**src/rtl/prs_top_fix.sv**
```systemverilog
// empty companion; no logic
`timescale 1ns/1ps
`default_nettype none
`default_nettype wire

```
**src/rtl/prs_pkg.sv**
```systemverilog
// constants and carrier types for the ratio select and scale block
// assumes a 20 MHz system clock and a classic wishbone register bus
package prs_pkg;
    localparam int          DAT_W          = 32;
    localparam int          ADR_W          = 8;
    // register byte offsets
    localparam logic [7:0]  OFS_RATIO0     = 8'h00;
    localparam logic [7:0]  OFS_RATIO3     = 8'h0c;
    localparam logic [7:0]  OFS_GCFG       = 8'h10;
    localparam logic [7:0]  OFS_MODAL      = 8'h14;
    localparam logic [7:0]  OFS_STATUS     = 8'h18;
    localparam logic [7:0]  OFS_EFF        = 8'h1c;
    // global config fields
    localparam int          GCFG_FMT_BIT   = 0;
    localparam int          GCFG_BW_LSB    = 1;
    localparam int          GCFG_PINFN_LSB = 4;
    localparam int          GCFG_LOCK_BIT  = 7;
    localparam int          GCFG_W         = 8;
    // modal config: one nibble per mode
    localparam int          MODAL_SET_W    = 4;
    localparam int          MODAL_AUTO_BIT = 2;
    localparam int          MODAL_W        = 16;
    // reset values
    localparam logic [7:0]  GCFG_RST       = 8'h00;
    localparam logic [15:0] MODAL_RST      = 16'h0000;
    localparam logic [31:0] RATIO_RST      = 32'h0010_0000;
    // encodings
    localparam logic        FMT_HIRES      = 1'b1;
    localparam logic [2:0]  PIN_FN_MANUAL  = 3'h3;
    localparam logic [2:0]  PIN_FN_AUTO    = 3'h5;
    localparam logic [1:0]  RANGE_FAST     = 2'h0;
    localparam logic [1:0]  RANGE_MID      = 2'h1;
    localparam logic [1:0]  RANGE_SLOW     = 2'h2;
    localparam logic [3:0]  BW_WIDE        = 4'h8;
    // rate detector thresholds, internal clocks per reference period
    localparam int          RATE_CNT_W     = 9;
    localparam logic [8:0]  RATE_HI        = 9'h0e0;
    localparam logic [8:0]  RATE_LO        = 9'h060;
    // timing
    localparam int          CLK_PERIOD_NS  = 50;
    localparam int          RELOCK_NS      = 800;
    localparam int          RELOCK_CYC     = (RELOCK_NS + CLK_PERIOD_NS - 1) / CLK_PERIOD_NS;

    typedef enum logic [1:0] {LK_RELOCK, LK_ACQUIRE, LK_LOCKED} prs_lock_t;

    typedef struct packed {
        logic        cyc;
        logic        stb;
        logic        we;
        logic [7:0]  adr;
        logic [3:0]  sel;
        logic [31:0] dat;
    } prs_wb_req_t;

    typedef struct packed {
        logic        ack;
        logic [31:0] dat;
    } prs_wb_rsp_t;

    typedef struct packed {
        logic [31:0] eff;
        logic [19:0] int_part;
        logic [19:0] frac;
        logic        fmt;
    } prs_ratio_t;

    typedef struct packed {
        logic [3:0][31:0] ratios;
        logic [7:0]       gcfg;
        logic [15:0]      modal;
        logic [1:0]       mode;
        logic             ref_prev;
        logic [8:0]       rate_cnt;
        logic [1:0]       range;
        prs_lock_t        lock_st;
        logic [7:0]       relock_cnt;
        logic [3:0]       bw;
        logic             relock;
        logic             locked;
        prs_ratio_t       ratio;
        prs_wb_rsp_t      rsp;
    } prs_state_t;
endpackage : prs_pkg

```
**src/rtl/prs_top.sv**
```systemverilog
// ratio select, format and power-of-two scaling for a fractional-n multiplier
// assumes all pins synchronous to clk_i; the synthesizer reports its lock level
//
// Function
// - three-bit setting picks minimum loop bandwidth, 1 Hz up to 128 Hz.
// - bandwidth forced wide while acquiring lock, minimum once locked.
// - each stored ratio is an unsigned 32-bit fixed-point value.
// - four stored ratios; two mode pins pick the addressed one.
// - global format bit selects 12.20 or 20.12 interpretation.
// - 12.20 format: upper 12 bits integer, lower 20 fraction.
// - 20.12 format: upper 20 bits integer, lower 12 fraction.
// - manual scaling works on a copy; stored ratios never change.
// - manual codes 00..11 scale by 0.5, 0.25, 0.125, 0.0625.
// - manual scaling applies only when enabled by the third pin.
// - detector measures internal clock to reference rate, two-bit status.
// - status 00 above 224, 01 from 96 to 224, 10 below 96.
// - auto scaling enabled per mode or overridden by third pin.
// - auto scaling applies on top of manual scaling.
// - effective ratio is user ratio times both modifiers.
// - pin function 011 makes third pin the manual scale enable.
// - pin function 101 makes third pin the auto scale enable.
// - a change on either of the two mode pins drops lock while new settings apply; the third pin does not.
//
// Local design decisions: the register addresses and register access over Wishbone.
`timescale 1ns/1ps
`default_nettype none
module prs_top #(
    parameter int RELOCK_CYC = prs_pkg::RELOCK_CYC
) (
    // clock and reset
    input  wire logic                 clk_i,
    input  wire logic                 rst_i,
    // wishbone slave
    input  wire prs_pkg::prs_wb_req_t wb_req_i,
    output var  prs_pkg::prs_wb_rsp_t wb_rsp_o,
    // pins and synthesizer status
    input  wire logic [1:0]           mode_sel_i,
    input  wire logic                 third_mode_pin_i,
    input  wire logic                 ref_clk_i,
    input  wire logic                 synth_locked_i,
    // to synthesizer and digital loop
    output var  prs_pkg::prs_ratio_t  ratio_o,
    output logic [3:0]                loop_bw_o,
    output logic                      relock_o,
    output logic                      locked_o
);

    ////////////////////////////////////////////////////////////////////////
    prs_pkg::prs_state_t q;
    prs_pkg::prs_state_t d;
    logic [31:0]         cur_ratio;
    logic [3:0]          modal_cur;
    logic [2:0]          pin_fn;
    logic                man_en;
    logic                auto_en;
    logic [2:0]          man_sh;
    logic [2:0]          auto_sh;
    logic [31:0]         eff;
    logic                ref_rise;
    logic                wr_acc;
    logic [31:0]         rd_dat;

    function automatic logic is_ratio(input logic [7:0] adr);
        is_ratio = (adr <= prs_pkg::OFS_RATIO3) && (adr[1:0] == 2'h0);
    endfunction : is_ratio

    function automatic logic [31:0] merge(input logic [31:0] old, input logic [31:0] nw,
                                          input logic [3:0] sel);
        logic [31:0] r;
        r = old;
        for (int b = 0; b < 4; b++)
        begin
            if (sel[b])
            begin
                r[b*8 +: 8] = nw[b*8 +: 8];
            end
        end
        merge = r;
    endfunction : merge

    ////////////////////////////////////////////////////////////////////////
    always_comb
    begin
        d         = q;
        // the mode pins address both the ratio and its modal nibble
        cur_ratio = q.ratios[q.mode];
        modal_cur = q.modal[q.mode*prs_pkg::MODAL_SET_W +: prs_pkg::MODAL_SET_W];
        pin_fn    = q.gcfg[prs_pkg::GCFG_PINFN_LSB +: 3];
        man_en    = (pin_fn == prs_pkg::PIN_FN_MANUAL) && third_mode_pin_i;
        if (pin_fn == prs_pkg::PIN_FN_AUTO)
        begin
            auto_en = third_mode_pin_i;
        end
        else
        begin
            auto_en = modal_cur[prs_pkg::MODAL_AUTO_BIT];
        end
        // shift amounts; a disabled modifier shifts by zero
        man_sh  = man_en ? ({1'b0, modal_cur[1:0]} + 3'h1) : 3'h0;
        auto_sh = 3'h0;
        if (auto_en)
        begin
            if (q.range == prs_pkg::RANGE_SLOW)
            begin
                auto_sh = 3'h2;
            end
            else if (q.range == prs_pkg::RANGE_MID)
            begin
                auto_sh = 3'h1;
            end
        end
        // both shifts stack; fraction bits fall off the bottom
        eff = cur_ratio >> (man_sh + auto_sh);

        // rate detector: clocks per reference period, saturating
        ref_rise   = ref_clk_i && !q.ref_prev;
        d.ref_prev = ref_clk_i;
        if (ref_rise)
        begin
            d.rate_cnt = 9'h001;
            if (q.rate_cnt > prs_pkg::RATE_HI)
            begin
                d.range = prs_pkg::RANGE_FAST;
            end
            else if (q.rate_cnt >= prs_pkg::RATE_LO)
            begin
                d.range = prs_pkg::RANGE_MID;
            end
            else
            begin
                d.range = prs_pkg::RANGE_SLOW;
            end
        end
        else if (q.rate_cnt != 9'h1ff)
        begin
            d.rate_cnt = q.rate_cnt + 9'h001;
        end
        else
        begin
            // stalled reference reads as a very slow input
            d.range = prs_pkg::RANGE_FAST;
        end

        // lock sequencing
        d.mode = mode_sel_i;
        if (mode_sel_i != q.mode)
        begin
            d.lock_st    = prs_pkg::LK_RELOCK;
            d.relock_cnt = 8'(RELOCK_CYC);
        end
        else
        begin
            case (q.lock_st)
                prs_pkg::LK_RELOCK:
                begin
                    if (q.relock_cnt <= 8'h01)
                    begin
                        d.lock_st = prs_pkg::LK_ACQUIRE;
                    end
                    d.relock_cnt = (q.relock_cnt == 8'h00) ? 8'h00 : q.relock_cnt - 8'h01;
                end
                prs_pkg::LK_ACQUIRE:
                begin
                    if (synth_locked_i)
                    begin
                        d.lock_st = prs_pkg::LK_LOCKED;
                    end
                end
                default:
                begin
                    if (!synth_locked_i)
                    begin
                        d.lock_st = prs_pkg::LK_ACQUIRE;
                    end
                end
            endcase
        end
        d.relock = (d.lock_st == prs_pkg::LK_RELOCK);
        d.locked = (d.lock_st == prs_pkg::LK_LOCKED);

        // wishbone: one wait state, write lands on the acking edge
        wr_acc  = wb_req_i.cyc && wb_req_i.stb && !q.rsp.ack;
        rd_dat  = 32'h0000_0000;
        if (is_ratio(wb_req_i.adr))
        begin
            rd_dat = q.ratios[wb_req_i.adr[3:2]];
            // one-time storage: frozen once the lock bit is set
            if (wr_acc && wb_req_i.we && !q.gcfg[prs_pkg::GCFG_LOCK_BIT])
            begin
                d.ratios[wb_req_i.adr[3:2]] =
                    merge(q.ratios[wb_req_i.adr[3:2]], wb_req_i.dat, wb_req_i.sel);
            end
        end
        else if (wb_req_i.adr == prs_pkg::OFS_GCFG)
        begin
            rd_dat = {24'h00_0000, q.gcfg};
            if (wr_acc && wb_req_i.we && wb_req_i.sel[0])
            begin
                d.gcfg = wb_req_i.dat[7:0];
                // lock bit cannot be cleared again
                d.gcfg[prs_pkg::GCFG_LOCK_BIT] = wb_req_i.dat[prs_pkg::GCFG_LOCK_BIT]
                                                 | q.gcfg[prs_pkg::GCFG_LOCK_BIT];
            end
        end
        else if (wb_req_i.adr == prs_pkg::OFS_MODAL)
        begin
            rd_dat = {16'h0000, q.modal};
            if (wr_acc && wb_req_i.we && !q.gcfg[prs_pkg::GCFG_LOCK_BIT])
            begin
                d.modal = 16'(merge({16'h0000, q.modal}, wb_req_i.dat, wb_req_i.sel));
            end
        end
        else if (wb_req_i.adr == prs_pkg::OFS_STATUS)
        begin
            rd_dat = {22'h00_0000, q.mode, q.lock_st, q.bw, q.range};
        end
        else if (wb_req_i.adr == prs_pkg::OFS_EFF)
        begin
            rd_dat = q.ratio.eff;
        end
        d.rsp.ack = wr_acc;
        d.rsp.dat = wr_acc ? rd_dat : 32'h0000_0000;

        // bandwidth follows the lock state of the next cycle
        if (d.lock_st == prs_pkg::LK_LOCKED)
        begin
            d.bw = {1'b0, d.gcfg[prs_pkg::GCFG_BW_LSB +: 3]};
        end
        else
        begin
            d.bw = prs_pkg::BW_WIDE;
        end

        // format split for the synthesizer, fraction left aligned
        d.ratio.eff = eff;
        d.ratio.fmt = q.gcfg[prs_pkg::GCFG_FMT_BIT];
        if (q.gcfg[prs_pkg::GCFG_FMT_BIT] == prs_pkg::FMT_HIRES)
        begin
            d.ratio.int_part = {8'h00, eff[31:20]};
            d.ratio.frac     = eff[19:0];
        end
        else
        begin
            d.ratio.int_part = eff[31:12];
            d.ratio.frac     = {eff[11:0], 8'h00};
        end
    end

    always_ff @(posedge clk_i)
    begin
        if (rst_i)
        begin
            q            <= '0;
            q.ratios     <= {4{prs_pkg::RATIO_RST}};
            q.gcfg       <= prs_pkg::GCFG_RST;
            q.modal      <= prs_pkg::MODAL_RST;
            q.lock_st    <= prs_pkg::LK_ACQUIRE;
            q.bw         <= prs_pkg::BW_WIDE;
        end
        else
        begin
            q <= d;
        end
    end

    assign wb_rsp_o  = q.rsp;
    assign ratio_o   = q.ratio;
    assign loop_bw_o = q.bw;
    assign relock_o  = q.relock;
    assign locked_o  = q.locked;

    // length of one unbroken relock window; a new mode change restarts it
    logic [7:0] relock_run_q;
    always_ff @(posedge clk_i)
    begin
        if (rst_i || (mode_sel_i != q.mode) || !relock_o)
        begin
            relock_run_q <= 8'h00;
        end
        else
        begin
            relock_run_q <= relock_run_q + 8'h01;
        end
    end
endmodule : prs_top
`default_nettype wire

```
**config.mk**
```make
export PLATFORM = sky130hd
export DESIGN_NAME = prs_top
export DESIGN_NICKNAME = d
export VERILOG_FILES = /design/src/rtl/prs_top_fix.sv /design/src/rtl/prs_pkg.sv /design/src/rtl/prs_top.sv
export SDC_FILE = /design/constraint.sdc
export NUM_CORES = 1
export LEC_CHECK = 0
export ABC_CLOCK_PERIOD_IN_PS = 3900
export BUFFER_PORTS_ARGS = -buffer_cell sky130_fd_sc_hd__buf_2
export CAP_MARGIN = 5
export CELL_PAD_IN_SITES_DETAIL_PLACEMENT = 0
export CELL_PAD_IN_SITES_GLOBAL_PLACEMENT = 1
export CORE_MARGIN = 2
export CORE_UTILIZATION = 25
export CTS_CLUSTER_SIZE = 25
export DETAILED_ROUTE_END_ITERATION = 7
export PLACE_DENSITY = 0.58
export RECOVER_POWER = 50
export SYNTH_ARGS = -nofsm -noshare
export SYNTH_HDL_FRONTEND = slang
export SYNTH_SLANG_ARGS = --single-unit
export TNS_END_PERCENT = 50
```
**constraint.sdc**
```tcl
create_clock -name clk_i -period 3.9 [get_ports clk_i]
set_input_delay 0.78 -clock clk_i [delete_from_list [all_inputs] [get_ports clk_i]]
set_output_delay 0.78 -clock clk_i [all_outputs]
set_load 0.01 [all_outputs]
```
==> metrics.md <==
| Metric | Value |
|---|---|
| Setup TNS | 0 ps |
| Io pins | 166 |
| Post-DRT Antenna Nets | 0 |
| Row cnt | 87 |
| Worst-skew pair later-pin latency | 530 ps |
| Leak | 5.78 nW |
| Wire length per cell | 20.7 µm |
| Max VDD drop | 0.225 mV |
| Post-Route WL | 46300 µm |
| Fin nets | 1525 |
| Hold buffers post-CTS | 0 |
| Final setup viols | 0 |
| Yosys Warn Count | 0 |
| Placed insts | 2181 |
| Fraction of layout cells with a size suffix above 1 | 18.6% |
| Largest net degree at the start of global routing | 153 |
| Pre-CTS WS | -109 ps |
| Slew @ Worst Pin | 2010 ps |
| Core area | 56200 µm² |
| CTS tree | yes |
| Main synth FF type | dfxtp_1 |
| Htree depth | 2 |
| Buffers added on ports | 165 |
| GR Overflow Total | 0 |
| Crit end category | flip-flop |
| Sequential area share after synthesis | 40.8% |
| Area Growth Syn to Fin | 12.8% |
| Fill cells | 6012 |
| Initial antenna violation count | 9 |
| CTS Buffer Depth | 3 |
| Overall global routing resource usage | 15.4% |
| Non-Filler Instances | 2242 |
| Post-synthesis cell type count | 60 |
| Detailed placement HPWL | 33900 µm |
| Final Hold Fails | 0 |
| Yosys top cell area share | 40.8% |
| Mapped Area | 14100 µm² |
| Post-synth EDFFs | 0 |
| Yosys reg bits | 288 |
| Via density | 4.79 |
| Fin crit share | 95.3% |
| Vias in the first global route | 10.6k |
| Top post-synthesis cells by area | dfxtp_1 41%, mux2i_1 11%, mux4_2 7.3% |
| Routability cong. | 0.826 |
| Pwr Total | 6.54 mW |
| Via count | 10.7k |
| Outcome | finished, violations left |
| Final Skew | 19.7 ps |
| Ys async rst share | 0% |
| Setup CP Type | flip-flop to flip-flop |
| Clk slew on worst S/H paths | 60 ps |
| Die Span X | 242 µm |
| Failing checks | capacitance limit, slew limit |
| Leading area contributor after synthesis | dfxtp_1 |
| Slew Viols, Final | 187 |
| DR pass1 iterations | 5 |
| Clk sinks | 288 |
| Minimum clock period | 3720 ps |
| Iter 0 DRT Violations | 808 |
| Crit path required time | 4290 ps |
| Critical Path AT | 4100 ps |
| Max Cap Viol | 2 |
| PwrDens | 410 nW/µm² |
| Final core occ | 28.4% |
| Critical path peak fanout | 12 |
| Chip height | 242 µm |
| Initial Utilization | 25.2% |
| Slew HR | -33.8% |
| Die ar. | 58500 µm² |
| RSZ-0062 raised after global routing | no |
| Post-route DRC | 0 |
| Total CTS buffers | 34 |
| Syn_nets | 1488 |
| Hold Crit Class | flip-flop to flip-flop |
| Root Buffer | clkbuf_16 |
| Achievable frequency | 269 MHz |
| Crit start category | flip-flop |
| Avg Cell Area, Syn | 9.93 µm² |
| Post-Syn Instances | 1425 |
| Global-route wire length before repair | 69300 µm |
| Final WS setup | 183 ps |
## flip-flops by register name, summed over array words and instances (netlist names)
register	flops
d	1
locked_o	1
loop_bw_o	4
pin_fn	3
q	172
ratio_o	73
relock_o	1
wb_rsp_o	33
## layout make-up
class / count / area (µm²) / area share [%]
repair buffers: 226 / 1170 / 7.31
multi-input cells: 900 / 6960 / 43.6
diodes: 2 / 5.00 / 0.0314
clock inverters: 10 / 115 / 0.721
flip-flops and latches: 288 / 5770 / 36.2
clock buffers: 48 / 955 / 5.98
inverters: 12 / 45.0 / 0.282
well taps: 756 / 946 / 5.93
## power breakdown
part	internal, mW	switching, mW	total, mW	leakage, nW
clock network	1.85	1.27	3.12	0.527
registers	2.97	0.0266	3.00	2.33
logic	0.156	0.272	0.427	2.92
total	4.98	1.57	6.54	5.78
## path summary, 6_finish.rpt
check / endpoint / slack [ps] / startpoint / cells after the start
worst max-delay path: ratio_o[68]$_SDFF_PP0_ / 180 / q[134]$_SDFF_PP0_ / 14
worst min-delay path: wb_rsp_o[13]$_SDFF_PP0_ / 470 / ratio_o[54]$_SDFF_PP0_ / 2
worst max register to register: ratio_o[68]$_SDFF_PP0_ / 180 / q[134]$_SDFF_PP0_ / 14
worst min register to register: wb_rsp_o[13]$_SDFF_PP0_ / 470 / ratio_o[54]$_SDFF_PP0_ / 2
## layer usage
layer,GRT usage [%],share of wire [%],up-vias
li1,-,-,5129
met1,21.3,47,5222
met2,23.4,44,317
met3,4.11,6.5,71
met4,4.41,2.2,10
met5,0,0.14,-
## kinds of logic after synthesis
family          after synthesis  synth area share (%)
simple gates                374                  11.5
flops                       288                  40.8
compound gates              277                  15.4
buf+inv                     237                  10.2
mux                         222                  20.0
xor+xnor                     18                  1.22
fa+ha+maj                     9                 0.849
## critical path: stages (launching register included)
cell     delay (ps)
dfxtp_1         350
buf_4           180
mux4_2          530
nor2b_1         150
ha_1            170
inv_1            60
fa_2            680
and2_2          330
buf_4           160
a22oi_1          60
nand2_1         140
nor3_1           70
nor3_1          460
buf_4           210
nor2_1           40
## through the flow
stage	instance area, µm²	hold slack [ps]
global placement	15100	465
global route	16000	485
CTS	16100	466
detailed placement	15100	466
finish	16000	470
floorplan	14200	432
## what timing repair did
| item | CTS | global route |
|---|---|---|
| setup buffers | 0 | 1 |
| setup endpoints to repair | 6 | 30 |
| hold endpoints to repair | 0 | 0 |
| resized for setup | 3 | 7 |
| pin swaps | 0 | 4 |
## synth_stat cells (9+ instances only)
library cell,number
a211oi_2,25
a222oi_1,9
mux4_2,46
nor3_1,12
clkbuf_1,55
inv_1,11
dfxtp_1,288
a22o_1,10
nor2_1,257
buf_4,128
buf_2,26
mux2i_1,150
nand2_1,43
a22oi_1,57
o22ai_1,28
nor2b_1,12
mux2_2,26
a21oi_1,13
a211oi_1,102
buf_1,9
## placed cells by master, fill, tap and decap left out, drive strengths merged, types with 10 or more instances in the layout
master and n:
a22oi 57, o22ai 28, mux2 26, a22o 10, buf 107, a211oi 127, a21oi 13, nor3 12
nor2b 12, mux2i 150, nor2 258, dfxtp 288, clkbuf 167, inv 15, mux4 46, nand2 43
Power figures use the tool's default switching activity.
